File: src/verilog/tpp_pkg.sv
// Constants, register indices and field codes for the timer paced pulse block.
package tpp_pkg;
  // Register indices; the byte address on the bus is four times the index.
  localparam logic [23:0] IDX_TRIG_SEL   = 24'hfff636;
  localparam logic [23:0] IDX_MODE_CTL   = 24'hfff637;
  localparam logic [23:0] IDX_NEN_HIGH   = 24'hfff638;
  localparam logic [23:0] IDX_NEN_LOW    = 24'hfff639;
  localparam logic [23:0] IDX_OUT_LOW    = 24'hfff63b;
  localparam logic [23:0] IDX_NEXT_LOW   = 24'hfff63d;
  localparam logic [23:0] IDX_NEXT_ALT   = 24'hfff63f;
  localparam logic [23:0] IDX_RUN_CTL    = 24'hfffb00;
  localparam logic [23:0] IDX_SYNC_CTL   = 24'hfffb01;
  localparam logic [23:0] IDX_CLK_CTL    = 24'hfffb10;
  localparam logic [23:0] IDX_OP_MODE    = 24'hfffb11;
  localparam logic [23:0] IDX_PIN_AB     = 24'hfffb12;
  localparam logic [23:0] IDX_PIN_CD     = 24'hfffb13;
  localparam logic [23:0] IDX_IRQ_EN     = 24'hfffb14;
  localparam logic [23:0] IDX_FLAGS      = 24'hfffb15;
  localparam logic [23:0] IDX_COUNT      = 24'hfffb16;
  localparam logic [23:0] IDX_CMP_A      = 24'hfffb18;
  localparam logic [23:0] IDX_CMP_B      = 24'hfffb1a;
  localparam logic [7:0]  IDX_PAD        = 8'h00;

  // Field positions.
  localparam int RUN_BIT     = 0;
  localparam int FLAG_A_BIT  = 0;
  localparam int FLAG_B_BIT  = 1;
  localparam int IRQ_A_BIT   = 0;
  localparam int INV_BIT     = 4;
  localparam int NOV_BIT     = 0;
  localparam int CLR_LSB     = 5;
  localparam int EDGE_LSB    = 3;
  localparam int PSC_LSB     = 0;
  localparam int PIN_B_LSB   = 4;
  localparam int PIN_A_LSB   = 0;
  localparam int GRP_LO_LSB  = 0;
  localparam int GRP_HI_LSB  = 4;
  localparam int IOC_CAP_BIT = 3;
  localparam int IOC_INI_BIT = 2;

  // Reset values.
  localparam logic [7:0]  RST_BYTE   = 8'h00;
  localparam logic [7:0]  RST_MODE   = 8'hf0;
  localparam logic [15:0] RST_WORD   = 16'h0000;

  // Field codes.
  localparam logic [2:0] CLR_NONE   = 3'h0;
  localparam logic [2:0] CLR_ON_A   = 3'h1;
  localparam logic [2:0] CLR_ON_B   = 3'h2;
  localparam logic [1:0] EDGE_FALL  = 2'h0;
  localparam logic [1:0] EDGE_RISE  = 2'h1;
  localparam logic [1:0] TRIG_OWN   = 2'h0;
  localparam logic [1:0] ACT_LOW    = 2'h1;
  localparam logic [1:0] ACT_HIGH   = 2'h2;
  localparam logic [1:0] ACT_TOGGLE = 2'h3;
  localparam logic [3:0] MODE_NORMAL = 4'h0;

  typedef enum logic [1:0] {
    TPP_IDLE   = 2'b00,
    TPP_ACCESS = 2'b01,
    TPP_DONE   = 2'b10
  } tpp_bus_e;
endpackage

File: src/verilog/tpp_timer_pulse.sv
// Timer channel with compare pins, acting as time base for a 4-bit pulse group.
//
// The APB register port was decided locally.
`timescale 1ns/1ps
module tpp_timer_pulse
  import tpp_pkg::*;
#(
  parameter int GRP_W  = 4,
  parameter int CNT_W  = 16,
  parameter int PSC_W  = 6
)(
  input  wire logic              pclk,
  input  wire logic              presetn,
  input  wire logic              psel,
  input  wire logic              penable,
  input  wire logic              pwrite,
  input  wire logic [31:0]       paddr,
  input  wire logic [31:0]       pwdata,
  input  wire logic [3:0]        pstrb,
  output logic                   pready,
  output logic [31:0]            prdata,
  output logic                   pslverr,
  input  wire logic              capture_in_a,
  input  wire logic              capture_in_b,
  output logic                   timer_pin_a,
  output logic                   timer_pin_a_oe,
  output logic                   timer_pin_b,
  output logic                   timer_pin_b_oe,
  output logic [GRP_W-1:0]       pulse_out,
  output logic [GRP_W-1:0]       pulse_out_oe,
  output logic                   match_a_irq_request
);

  tpp_bus_e          bus_state;
  logic [7:0]        output_trigger_select;
  logic [7:0]        output_mode_control;
  logic [7:0]        next_value_enable_high;
  logic [7:0]        next_value_enable_low;
  logic [7:0]        pulse_output_value_low;
  logic [7:0]        pending_output_value_low;
  logic [7:0]        counter_run_control;
  logic [7:0]        counter_sync_control;
  logic [7:0]        counter_clock_control;
  logic [7:0]        counter_operating_mode;
  logic [7:0]        compare_pin_control_ab;
  logic [7:0]        compare_pin_control_cd;
  logic [7:0]        counter_irq_enable;
  logic [1:0]        match_flag;
  logic [1:0]        flag_read_one;
  logic [CNT_W-1:0]  channel_counter;
  logic [CNT_W-1:0]  general_reg [2];
  logic [PSC_W-1:0]  psc_cnt;
  logic [1:0]        cap_prev;
  logic [1:0]        pin_level;
  logic              wr_fire;
  logic              rd_take;
  logic [23:0]       idx;
  logic              idx_ok;
  logic              count_tick;
  logic [PSC_W-1:0]  psc_mask;
  logic [1:0]        cmp_match;
  logic [1:0]        cap_event;
  logic [1:0]        gr_event;
  logic [3:0]        ioc [2];
  logic [2:0]        counter_clear_select;
  logic [1:0]        count_edge_select;
  logic [2:0]        prescale_select;
  logic              counter_run_bit;
  logic              group_trigger_own;
  logic              groups_share;
  logic              byte_ok;
  logic [7:0]        wbyte;
  logic [31:0]       next_rdata;
  logic              next_err;
  logic [GRP_W-1:0]  grp_en;
  logic [GRP_W-1:0]  grp_next;
  logic [GRP_W-1:0]  grp_cur;
  assign grp_en   = next_value_enable_low[GRP_LO_LSB +: GRP_W];
  assign grp_next = pending_output_value_low[GRP_LO_LSB +: GRP_W];
  assign grp_cur  = pulse_output_value_low[GRP_LO_LSB +: GRP_W];
  assign counter_clear_select = counter_clock_control[CLR_LSB +: 3];
  assign count_edge_select    = counter_clock_control[EDGE_LSB +: 2];
  assign prescale_select      = counter_clock_control[PSC_LSB +: 3];
  assign counter_run_bit      = counter_run_control[RUN_BIT];
  assign ioc[0] = compare_pin_control_ab[PIN_A_LSB +: 4];
  assign ioc[1] = compare_pin_control_ab[PIN_B_LSB +: 4];
  assign group_trigger_own =
    output_trigger_select[GRP_LO_LSB +: 2] == TRIG_OWN;
  assign groups_share = output_trigger_select[GRP_LO_LSB +: 2] ==
                        output_trigger_select[GRP_HI_LSB - 2 +: 2];
  // The bus word index sits above the two byte-offset bits.
  assign idx     = paddr[25:2];
  assign idx_ok  = paddr[31:26] == 6'h00 && paddr[1:0] == 2'h0;
  assign wr_fire = psel && penable && pready && pwrite && !pslverr;
  assign rd_take = psel && penable && !pwrite && bus_state == TPP_ACCESS;
  assign wbyte   = pwdata[7:0];
  assign byte_ok = pstrb[0];
  // The slave answers one cycle into the access phase.
  always_ff @(posedge pclk or negedge presetn)
  begin
    if (!presetn)
      bus_state <= TPP_IDLE;
    else if (psel && penable && bus_state == TPP_ACCESS)
      bus_state <= TPP_DONE;
    else if (psel && !penable)
      bus_state <= TPP_ACCESS;
    else
      bus_state <= TPP_IDLE;
  end

  always_comb
  begin
    next_rdata = 32'h0000_0000;
    next_err   = 1'b0;
    if (!idx_ok)
      next_err = 1'b1;
    else
      case (idx)
        IDX_TRIG_SEL:  next_rdata[7:0] = output_trigger_select;
        IDX_MODE_CTL:  next_rdata[7:0] = output_mode_control;
        IDX_NEN_HIGH:  next_rdata[7:0] = next_value_enable_high;
        IDX_NEN_LOW:   next_rdata[7:0] = next_value_enable_low;
        IDX_OUT_LOW:   next_rdata[7:0] = pulse_output_value_low;
        IDX_NEXT_LOW:  next_rdata[7:0] = pending_output_value_low;
        IDX_NEXT_ALT:  next_rdata[7:0] = pending_output_value_low;
        IDX_RUN_CTL:   next_rdata[7:0] = counter_run_control;
        IDX_SYNC_CTL:  next_rdata[7:0] = counter_sync_control;
        IDX_CLK_CTL:   next_rdata[7:0] = counter_clock_control;
        IDX_OP_MODE:   next_rdata[7:0] = counter_operating_mode;
        IDX_PIN_AB:    next_rdata[7:0] = compare_pin_control_ab;
        IDX_PIN_CD:    next_rdata[7:0] = compare_pin_control_cd;
        IDX_IRQ_EN:    next_rdata[7:0] = counter_irq_enable;
        IDX_FLAGS:     next_rdata[7:0] = {6'h00, match_flag};
        IDX_COUNT:     next_rdata[15:0] = channel_counter;
        IDX_CMP_A:     next_rdata[15:0] = general_reg[0];
        IDX_CMP_B:     next_rdata[15:0] = general_reg[1];
        default:       next_err = 1'b1;
      endcase
  end
  always_ff @(posedge pclk or negedge presetn)
  begin
    if (!presetn)
    begin
      pready  <= 1'b0;
      prdata  <= 32'h0000_0000;
      pslverr <= 1'b0;
    end
    else
    begin
      pready  <= psel && penable && bus_state == TPP_ACCESS;
      pslverr <= psel && penable && bus_state == TPP_ACCESS && next_err;
      prdata  <= rd_take && !next_err ? next_rdata : 32'h0000_0000;
    end
  end

  function automatic logic hit(input logic [23:0] want);
    hit = wr_fire && byte_ok && idx == want;
  endfunction
  // Plain control registers. Buffer, mode and sync fields are held only:
  // zero codes give solo registers, normal counting and a free channel.
  // Buffer bits stored
  always_ff @(posedge pclk or negedge presetn)
  begin
    if (!presetn)
    begin
      output_trigger_select  <= RST_BYTE;
      output_mode_control    <= RST_MODE;
      next_value_enable_high <= RST_BYTE;
      next_value_enable_low  <= RST_BYTE;
      counter_run_control    <= RST_BYTE;
      counter_sync_control   <= RST_BYTE;
      counter_clock_control  <= RST_BYTE;
      counter_operating_mode <= RST_BYTE;
      compare_pin_control_ab <= RST_BYTE;
      compare_pin_control_cd <= RST_BYTE;
      counter_irq_enable     <= RST_BYTE;
    end
    else
    begin
      if (hit(IDX_TRIG_SEL))
        output_trigger_select <= wbyte;
      if (hit(IDX_MODE_CTL))
        output_mode_control <= wbyte;
      if (hit(IDX_NEN_HIGH))
        next_value_enable_high <= wbyte;
      if (hit(IDX_NEN_LOW))
        next_value_enable_low <= wbyte;
      if (hit(IDX_RUN_CTL))
        counter_run_control <= wbyte;
      if (hit(IDX_SYNC_CTL))
        counter_sync_control <= wbyte;
      if (hit(IDX_CLK_CTL))
        counter_clock_control <= wbyte;
      if (hit(IDX_OP_MODE))
        counter_operating_mode <= wbyte;
      if (hit(IDX_PIN_AB))
        compare_pin_control_ab <= wbyte;
      if (hit(IDX_PIN_CD))
        compare_pin_control_cd <= wbyte;
      if (hit(IDX_IRQ_EN))
        counter_irq_enable <= wbyte;
    end
  end
  // Prescaler: a free divider; the code picks a divide of 1, 4, 16 or 64.
  always_comb
  begin
    case (prescale_select)
      3'h0:    psc_mask = 6'h00;
      3'h1:    psc_mask = 6'h03;
      3'h2:    psc_mask = 6'h0f;
      default: psc_mask = 6'h3f;
    endcase
  end
  always_comb
  begin
    if (psc_mask == 6'h00)
      count_tick = 1'b1;
    else if (count_edge_select == EDGE_FALL)
      count_tick = (psc_cnt & psc_mask) == psc_mask;
    else if (count_edge_select == EDGE_RISE)
      count_tick = (psc_cnt & psc_mask) == (psc_mask >> 1) + 6'h01;
    else
      count_tick = (psc_cnt & (psc_mask >> 1)) == (psc_mask >> 1);
  end
  always_ff @(posedge pclk or negedge presetn)
  begin
    if (!presetn)
      psc_cnt <= '0;
    else
      psc_cnt <= psc_cnt + 6'h01;
  end
  // Compare and capture per general register.
  genvar g;
  generate
    for (g = 0; g < 2; g++)
    begin : gen_gr
      assign cmp_match[g] = counter_run_bit && count_tick &&
                            !ioc[g][IOC_CAP_BIT] &&
                            channel_counter == general_reg[g];
      assign cap_event[g] = ioc[g][IOC_CAP_BIT] &&
                            (g == 0 ? capture_in_a : capture_in_b) &&
                            !cap_prev[g];
      assign gr_event[g]  = cmp_match[g] || cap_event[g];

      always_ff @(posedge pclk or negedge presetn)
      begin
        if (!presetn)
        begin
          general_reg[g] <= RST_WORD;
          pin_level[g]   <= 1'b0;
          cap_prev[g]    <= 1'b0;
          match_flag[g]  <= 1'b0;
          flag_read_one[g] <= 1'b0;
        end
        else
        begin
          cap_prev[g] <= g == 0 ? capture_in_a : capture_in_b;
          if (cap_event[g])
            general_reg[g] <= channel_counter;
          else if (hit(g == 0 ? IDX_CMP_A : IDX_CMP_B))
            general_reg[g] <= pwdata[CNT_W-1:0];
          if (hit(IDX_PIN_AB))
            pin_level[g] <= wbyte[(g == 0 ? PIN_A_LSB : PIN_B_LSB)
                                  + IOC_INI_BIT];
          else if (cmp_match[g])
            case (ioc[g][1:0])
              ACT_LOW:    pin_level[g] <= 1'b0;
              ACT_HIGH:   pin_level[g] <= 1'b1;
              ACT_TOGGLE: pin_level[g] <= !pin_level[g];
              default:    pin_level[g] <= pin_level[g];
            endcase
          if (rd_take && idx_ok && idx == IDX_FLAGS)
            flag_read_one[g] <= match_flag[g];
          if (gr_event[g])
            match_flag[g] <= 1'b1;
          else if (hit(IDX_FLAGS) && !wbyte[g] && flag_read_one[g])
          begin
            match_flag[g]    <= 1'b0;
            flag_read_one[g] <= 1'b0;
          end
        end
      end
    end
  endgenerate
  // Counter: a bus write wins over counting, clearing wins over stepping.
  always_ff @(posedge pclk or negedge presetn)
  begin
    if (!presetn)
      channel_counter <= RST_WORD;
    else if (hit(IDX_COUNT))
      channel_counter <= pwdata[CNT_W-1:0];
    else if (counter_clear_select == CLR_ON_B && gr_event[1])
      channel_counter <= RST_WORD;
    else if (counter_clear_select == CLR_ON_A && gr_event[0])
      channel_counter <= RST_WORD;
    else if (counter_run_bit && count_tick)
      channel_counter <= channel_counter + 16'h0001;
  end
  always_ff @(posedge pclk or negedge presetn)
  begin
    if (!presetn)
      pending_output_value_low <= RST_BYTE;
    else if (hit(IDX_NEXT_LOW) && groups_share)
      pending_output_value_low <= wbyte;
    else if (hit(IDX_NEXT_LOW))
      pending_output_value_low[GRP_HI_LSB +: GRP_W] <=
        wbyte[GRP_HI_LSB +: GRP_W];
    else if (hit(IDX_NEXT_ALT) && !groups_share)
      pending_output_value_low[GRP_LO_LSB +: GRP_W] <=
        wbyte[GRP_LO_LSB +: GRP_W];
  end
  // Output data: held until the trigger; software may preset it any time.
  always_ff @(posedge pclk or negedge presetn)
  begin
    if (!presetn)
      pulse_output_value_low <= RST_BYTE;
    else if (hit(IDX_OUT_LOW))
      pulse_output_value_low <= wbyte;
    else if (group_trigger_own && cmp_match[0])
      pulse_output_value_low[GRP_LO_LSB +: GRP_W] <=
        (grp_cur & ~grp_en) | (grp_next & grp_en);
    else if (group_trigger_own && cmp_match[1] &&
             output_mode_control[NOV_BIT])
      pulse_output_value_low[GRP_LO_LSB +: GRP_W] <=
        grp_cur & ~(grp_en & ~grp_next);
  end
  // Registered pin and request outputs.
  always_ff @(posedge pclk or negedge presetn)
  begin
    if (!presetn)
    begin
      timer_pin_a         <= 1'b0;
      timer_pin_a_oe      <= 1'b0;
      timer_pin_b         <= 1'b0;
      timer_pin_b_oe      <= 1'b0;
      pulse_out           <= '0;
      pulse_out_oe        <= '0;
      match_a_irq_request <= 1'b0;
    end
    else
    begin
      timer_pin_a    <= pin_level[0];
      timer_pin_a_oe <= !ioc[0][IOC_CAP_BIT] && ioc[0] != 4'h0;
      timer_pin_b    <= pin_level[1];
      timer_pin_b_oe <= !ioc[1][IOC_CAP_BIT] && ioc[1] != 4'h0;
      pulse_out <= output_mode_control[INV_BIT]
        ? pulse_output_value_low[GRP_LO_LSB +: GRP_W]
        : ~pulse_output_value_low[GRP_LO_LSB +: GRP_W];
      pulse_out_oe <= next_value_enable_low[GRP_LO_LSB +: GRP_W];
      match_a_irq_request <= match_flag[FLAG_A_BIT] &&
                             counter_irq_enable[IRQ_A_BIT];
    end
  end

endmodule // tpp_timer_pulse

File: config.mk
export PLATFORM = sky130hd
export DESIGN_NAME = tpp_timer_pulse
export DESIGN_NICKNAME = d
export VERILOG_FILES = /design/src/verilog/tpp_pkg.sv /design/src/verilog/tpp_timer_pulse.sv
export SDC_FILE = /design/constraint.sdc
export NUM_CORES = 1
export LEC_CHECK = 0
export ABC_AREA = 1
export BUFFER_PORTS_ARGS = -buffer_cell sky130_fd_sc_hd__buf_2
export CORE_MARGIN = 1
export CORE_UTILIZATION = 55
export DETAILED_ROUTE_END_ITERATION = 7
export HOLD_SLACK_MARGIN = 0.08
export PLACE_DENSITY = 0.81
export SYNTH_ARGS = -nofsm -noshare
export SYNTH_HDL_FRONTEND = slang
export SYNTH_SLANG_ARGS = --single-unit
export TNS_END_PERCENT = 10
File: constraint.sdc
create_clock -name pclk -period 3.54 [get_ports pclk]
set_input_delay 0.354 -clock pclk [delete_from_list [all_inputs] [get_ports pclk]]
set_output_delay 0.354 -clock pclk [all_outputs]
set_load 0.01 [all_outputs]
==> qor.yml <==
timing.rr.end: "channel_counter[10]"
post-route-min-period_ns: 2.62
grt.overflow.total: 0
place.gp.congestion: 0.967
fin_crit_sh: 0.741
worst-path-buf-inv: 5
drt-met1-wl_um: 13000
floorplan.core_area_sq_mm: 0.0194
fp-row-count: 51
async_reset_ff_frac: 1.00
antenna_found_initial: 0
synth_top_family_by_area: "simple AND/OR/NAND/NOR gates"
slowest_stage: "dlygate4sd3_1"
wl_met3_um: 3010
reg2reg_depth: 10
fillerInstances: 1706
netlist_instances: 1443
drive_above_1_share: 0.121
yosys.area_share.simple: 0.301
root_buffer: "clkbuf_16"
cts-htree-levels: 4
worstPathArrival_ns: 2.96
syn_to_final_growth_pct: 10.6
dp_hpwl_um: 22600
num_antenna_cells: 0
cts.sinks: 198
cts_buffer_depth: 2
dr.first_iter.drc_count: 1185
slowest_delay_ns: 0.52
largest_reg_flops: 32
setup_tns_ns: 0
worst_pin_slew_ns: 0.883
grt_pass1_wl_um: 50600
synth_edf_count: 0
die_w_um: 143
top_layer_used: "met4"
hold_viol_final: 0
crit_path_cell_trace: "dlygate4sd3_1, buf_2, nand2_1, nor4_4, buf_4, nand3_1, buf_4, inv_1, nor2_1, nand3_1, nand2_1, nand2_1, nand2_1"
synth_fa_ha_area_frac: 0.00920
wl_per_cell_um: 18.1
setup_viol: 0
worst_r2r_startpoint: "pslverr"
cp-startpoint: "penable"
routed_wl_um: 32200
slew_headroom: 0.411
cp-endpoint: "channel_counter[10]"
path_max_fanout: 22
muxShareOfSynthArea: 0
start_util: 0.561
grt_pass1_vias: 9436
final_max_slew_viol_count: 0
grt_util_all_layers: 0.330
drcViolationCount: 0
clock_skew_ns: 0.0162
synth_compound_area_frac: 0.133
grt_start_max_net_pins: 107
worst_ep_required_time_ns: 3.88
ir_drop_mv: 0.325
hold_class: "in -> reg"
ant_nets: 0
ys_seq_elements: 198
dieHeight_um: 143
synth_xor_area_frac: 0.0185
dieArea_sq_mm: 0.0204
cts.clk_slew.worst_paths_ns: 0.08
cp.depth: 13
p_leak_nw: 5.92
run_status: "finished clean"
place_area_sq_mm: 0.0114
cts_buffers: 17
ys_warn_count: 0
synth_cell_type_count: 51
cap_viol_max_count: 0
critical_path_class: "in -> reg"
io_pins: 122
max_freq_mhz: 381
wl_met2_um: 14900
detail_route.vias_per_cell: 5.81
avgSynthCellArea_sq_um: 7.54
startpoint_type: "input port"
critPathCaptureType: "flop"
pwr_density_cell_mw_per_mm2: 377
syn_area_sq_mm: 0.0109
dr.pass1.iters: 6
vias: 10334
portBuffers: 86
insertion_delay_ns: 0.45
cpMostUsedCell: "nand2_1"
nets: 1585
rsz0062_at_grt: "no"
ff2ff_setup_slack_ns: 1.07
synthFlopType: "dfrtp_1"
fin_area_sq_mm: 0.0120
ys_seq_area_frac: 0.456
path_delay_family: "buffers and inverters"
cts_tree: "done"
[cell usage in the layout, fill, tap and decap left out, types with 4 or more instances in the layout]
cell type      Yosys  layout
a21oi_1           26      26
buf_2             19      85
buf_4             22      11
clkbuf_16          0      17
clkinv_8           0       4
conb_1             1      16
dfrtp_1          194     194
dfstp_2            4       4
dlygate4sd3_1      0       4
ha_1               8       8
inv_1            116     116
inv_2             13      13
inv_8              0       6
nand2_1          460     460
nand2_2            6       6
nand2_4            4       4
nand3_1           72      72
nand3b_1          16      16
nand4_1           23      23
nor2_1           116     116
nor2_2             6       6
nor2_4             7       7
nor3_1            23      23
nor4_1             5       5
o2111ai_1          6       6
o211ai_1          25      25
o21ai_0          166     166
o221ai_1           4       4
o22ai_1           11      11
xnor2_1           12      12
xor2_1            11      11
[Yosys cell counts (all sizes together) (2+ instances only)]
cell / number / area [sq um]
xnor2: 12 / 105
o21a: 3 / 22.5
clkbuf: 34 / 129
a21oi: 27 / 146
nand2: 471 / 1830
buf: 42 / 275
nor4: 6 / 52.6
o22ai: 11 / 68.8
dfstp: 4 / 105
nor2: 129 / 552
a41oi: 2 / 17.5
ha: 8 / 100
o2111ai: 6 / 52.6
o221ai: 4 / 35.0
nand3: 74 / 380
nor3: 25 / 141
and2: 2 / 12.5
a22o: 3 / 26.3
inv: 130 / 490
xor2: 11 / 96.3
nand4: 25 / 169
o21ai: 171 / 860
dfrtp: 194 / 4850
nand3b: 16 / 120
o211ai: 25 / 188
[metal layers]
layer / vias up / GRT usage
li1: 4787 / -
met1: 4881 / 0.443
met2: 577 / 0.527
met3: 89 / 0.0540
met4: 0 / 0.146
met5: - / 0
[cell families after synthesis]
kind of cell	count (synthesis)
AND/OR/NAND/NOR	751
flip-flops	198
other	1
XOR/XNOR	23
buffers and inverters	207
adder cells (fa/ha/maj)	8
AO/OA/AOI/OAI	255
[what timing repair did]
| item | 4_1_cts | 5_1_grt |
|---|---|---|
| hold buffers | 4 | 0 |
| buffers inserted | 0 | 0 |
| hold endpoints to repair | 95 | 0 |
| gates resized for setup | 0 | 0 |
[worst min-delay path: cells and delay by family]
family / cells / cell delay, ns
buf+inv: 2 / 0.14
simple gates: 1 / 0.04
[worst min path at each step]
stage	depth (start not counted)	start	to
floorplan	0	presetn	asynchronous set/reset pin
global placement	0	pin_level[0]	timer_pin_a
detailed placement	0	pin_level[1]	timer_pin_b
CTS	3	psel	bus_state[0]
global route	3	psel	bus_state[0]
finish	3	psel	bus_state[0]
[stage by stage]
stage               worst slack, ns  total power, mW  hold WS, ns   util  std cells
floorplan                      1.70             2.50       0.0584      -       1458
global placement              0.959             2.61        0.396  0.587       1744
detailed placement            0.844             2.62        0.407  0.587       1744
CTS                           0.967             4.55        0.117  0.620       1780
global route                  0.714             4.68        0.114  0.620       1780
finish                        0.916             4.54        0.122  0.620       1780
[cell type report]
cell class / instances / area, sq um / share of cell area
Multi-Input combinational cell: 1053 / 5080 / 0.423
Sequential cell: 198 / 4960 / 0.412
Timing Repair Buffer: 101 / 562 / 0.0467
Inverter: 131 / 494 / 0.0411
Clock buffer: 17 / 425 / 0.0354
Tap cell: 265 / 332 / 0.0276
Clock inverter: 15 / 174 / 0.0145
[power by group]
| group | internal (mW) | switching, mW | leakage, nW |
|---|---|---|---|
| Clock | 0.955 | 0.997 | 0.286 |
| Sequential | 2.29 | 0.0209 | 2.54 |
| Combinational | 0.0800 | 0.200 | 3.10 |
| Total | 3.32 | 1.22 | 5.92 |
No activity file was read; power rests on OpenSTA's default activity.
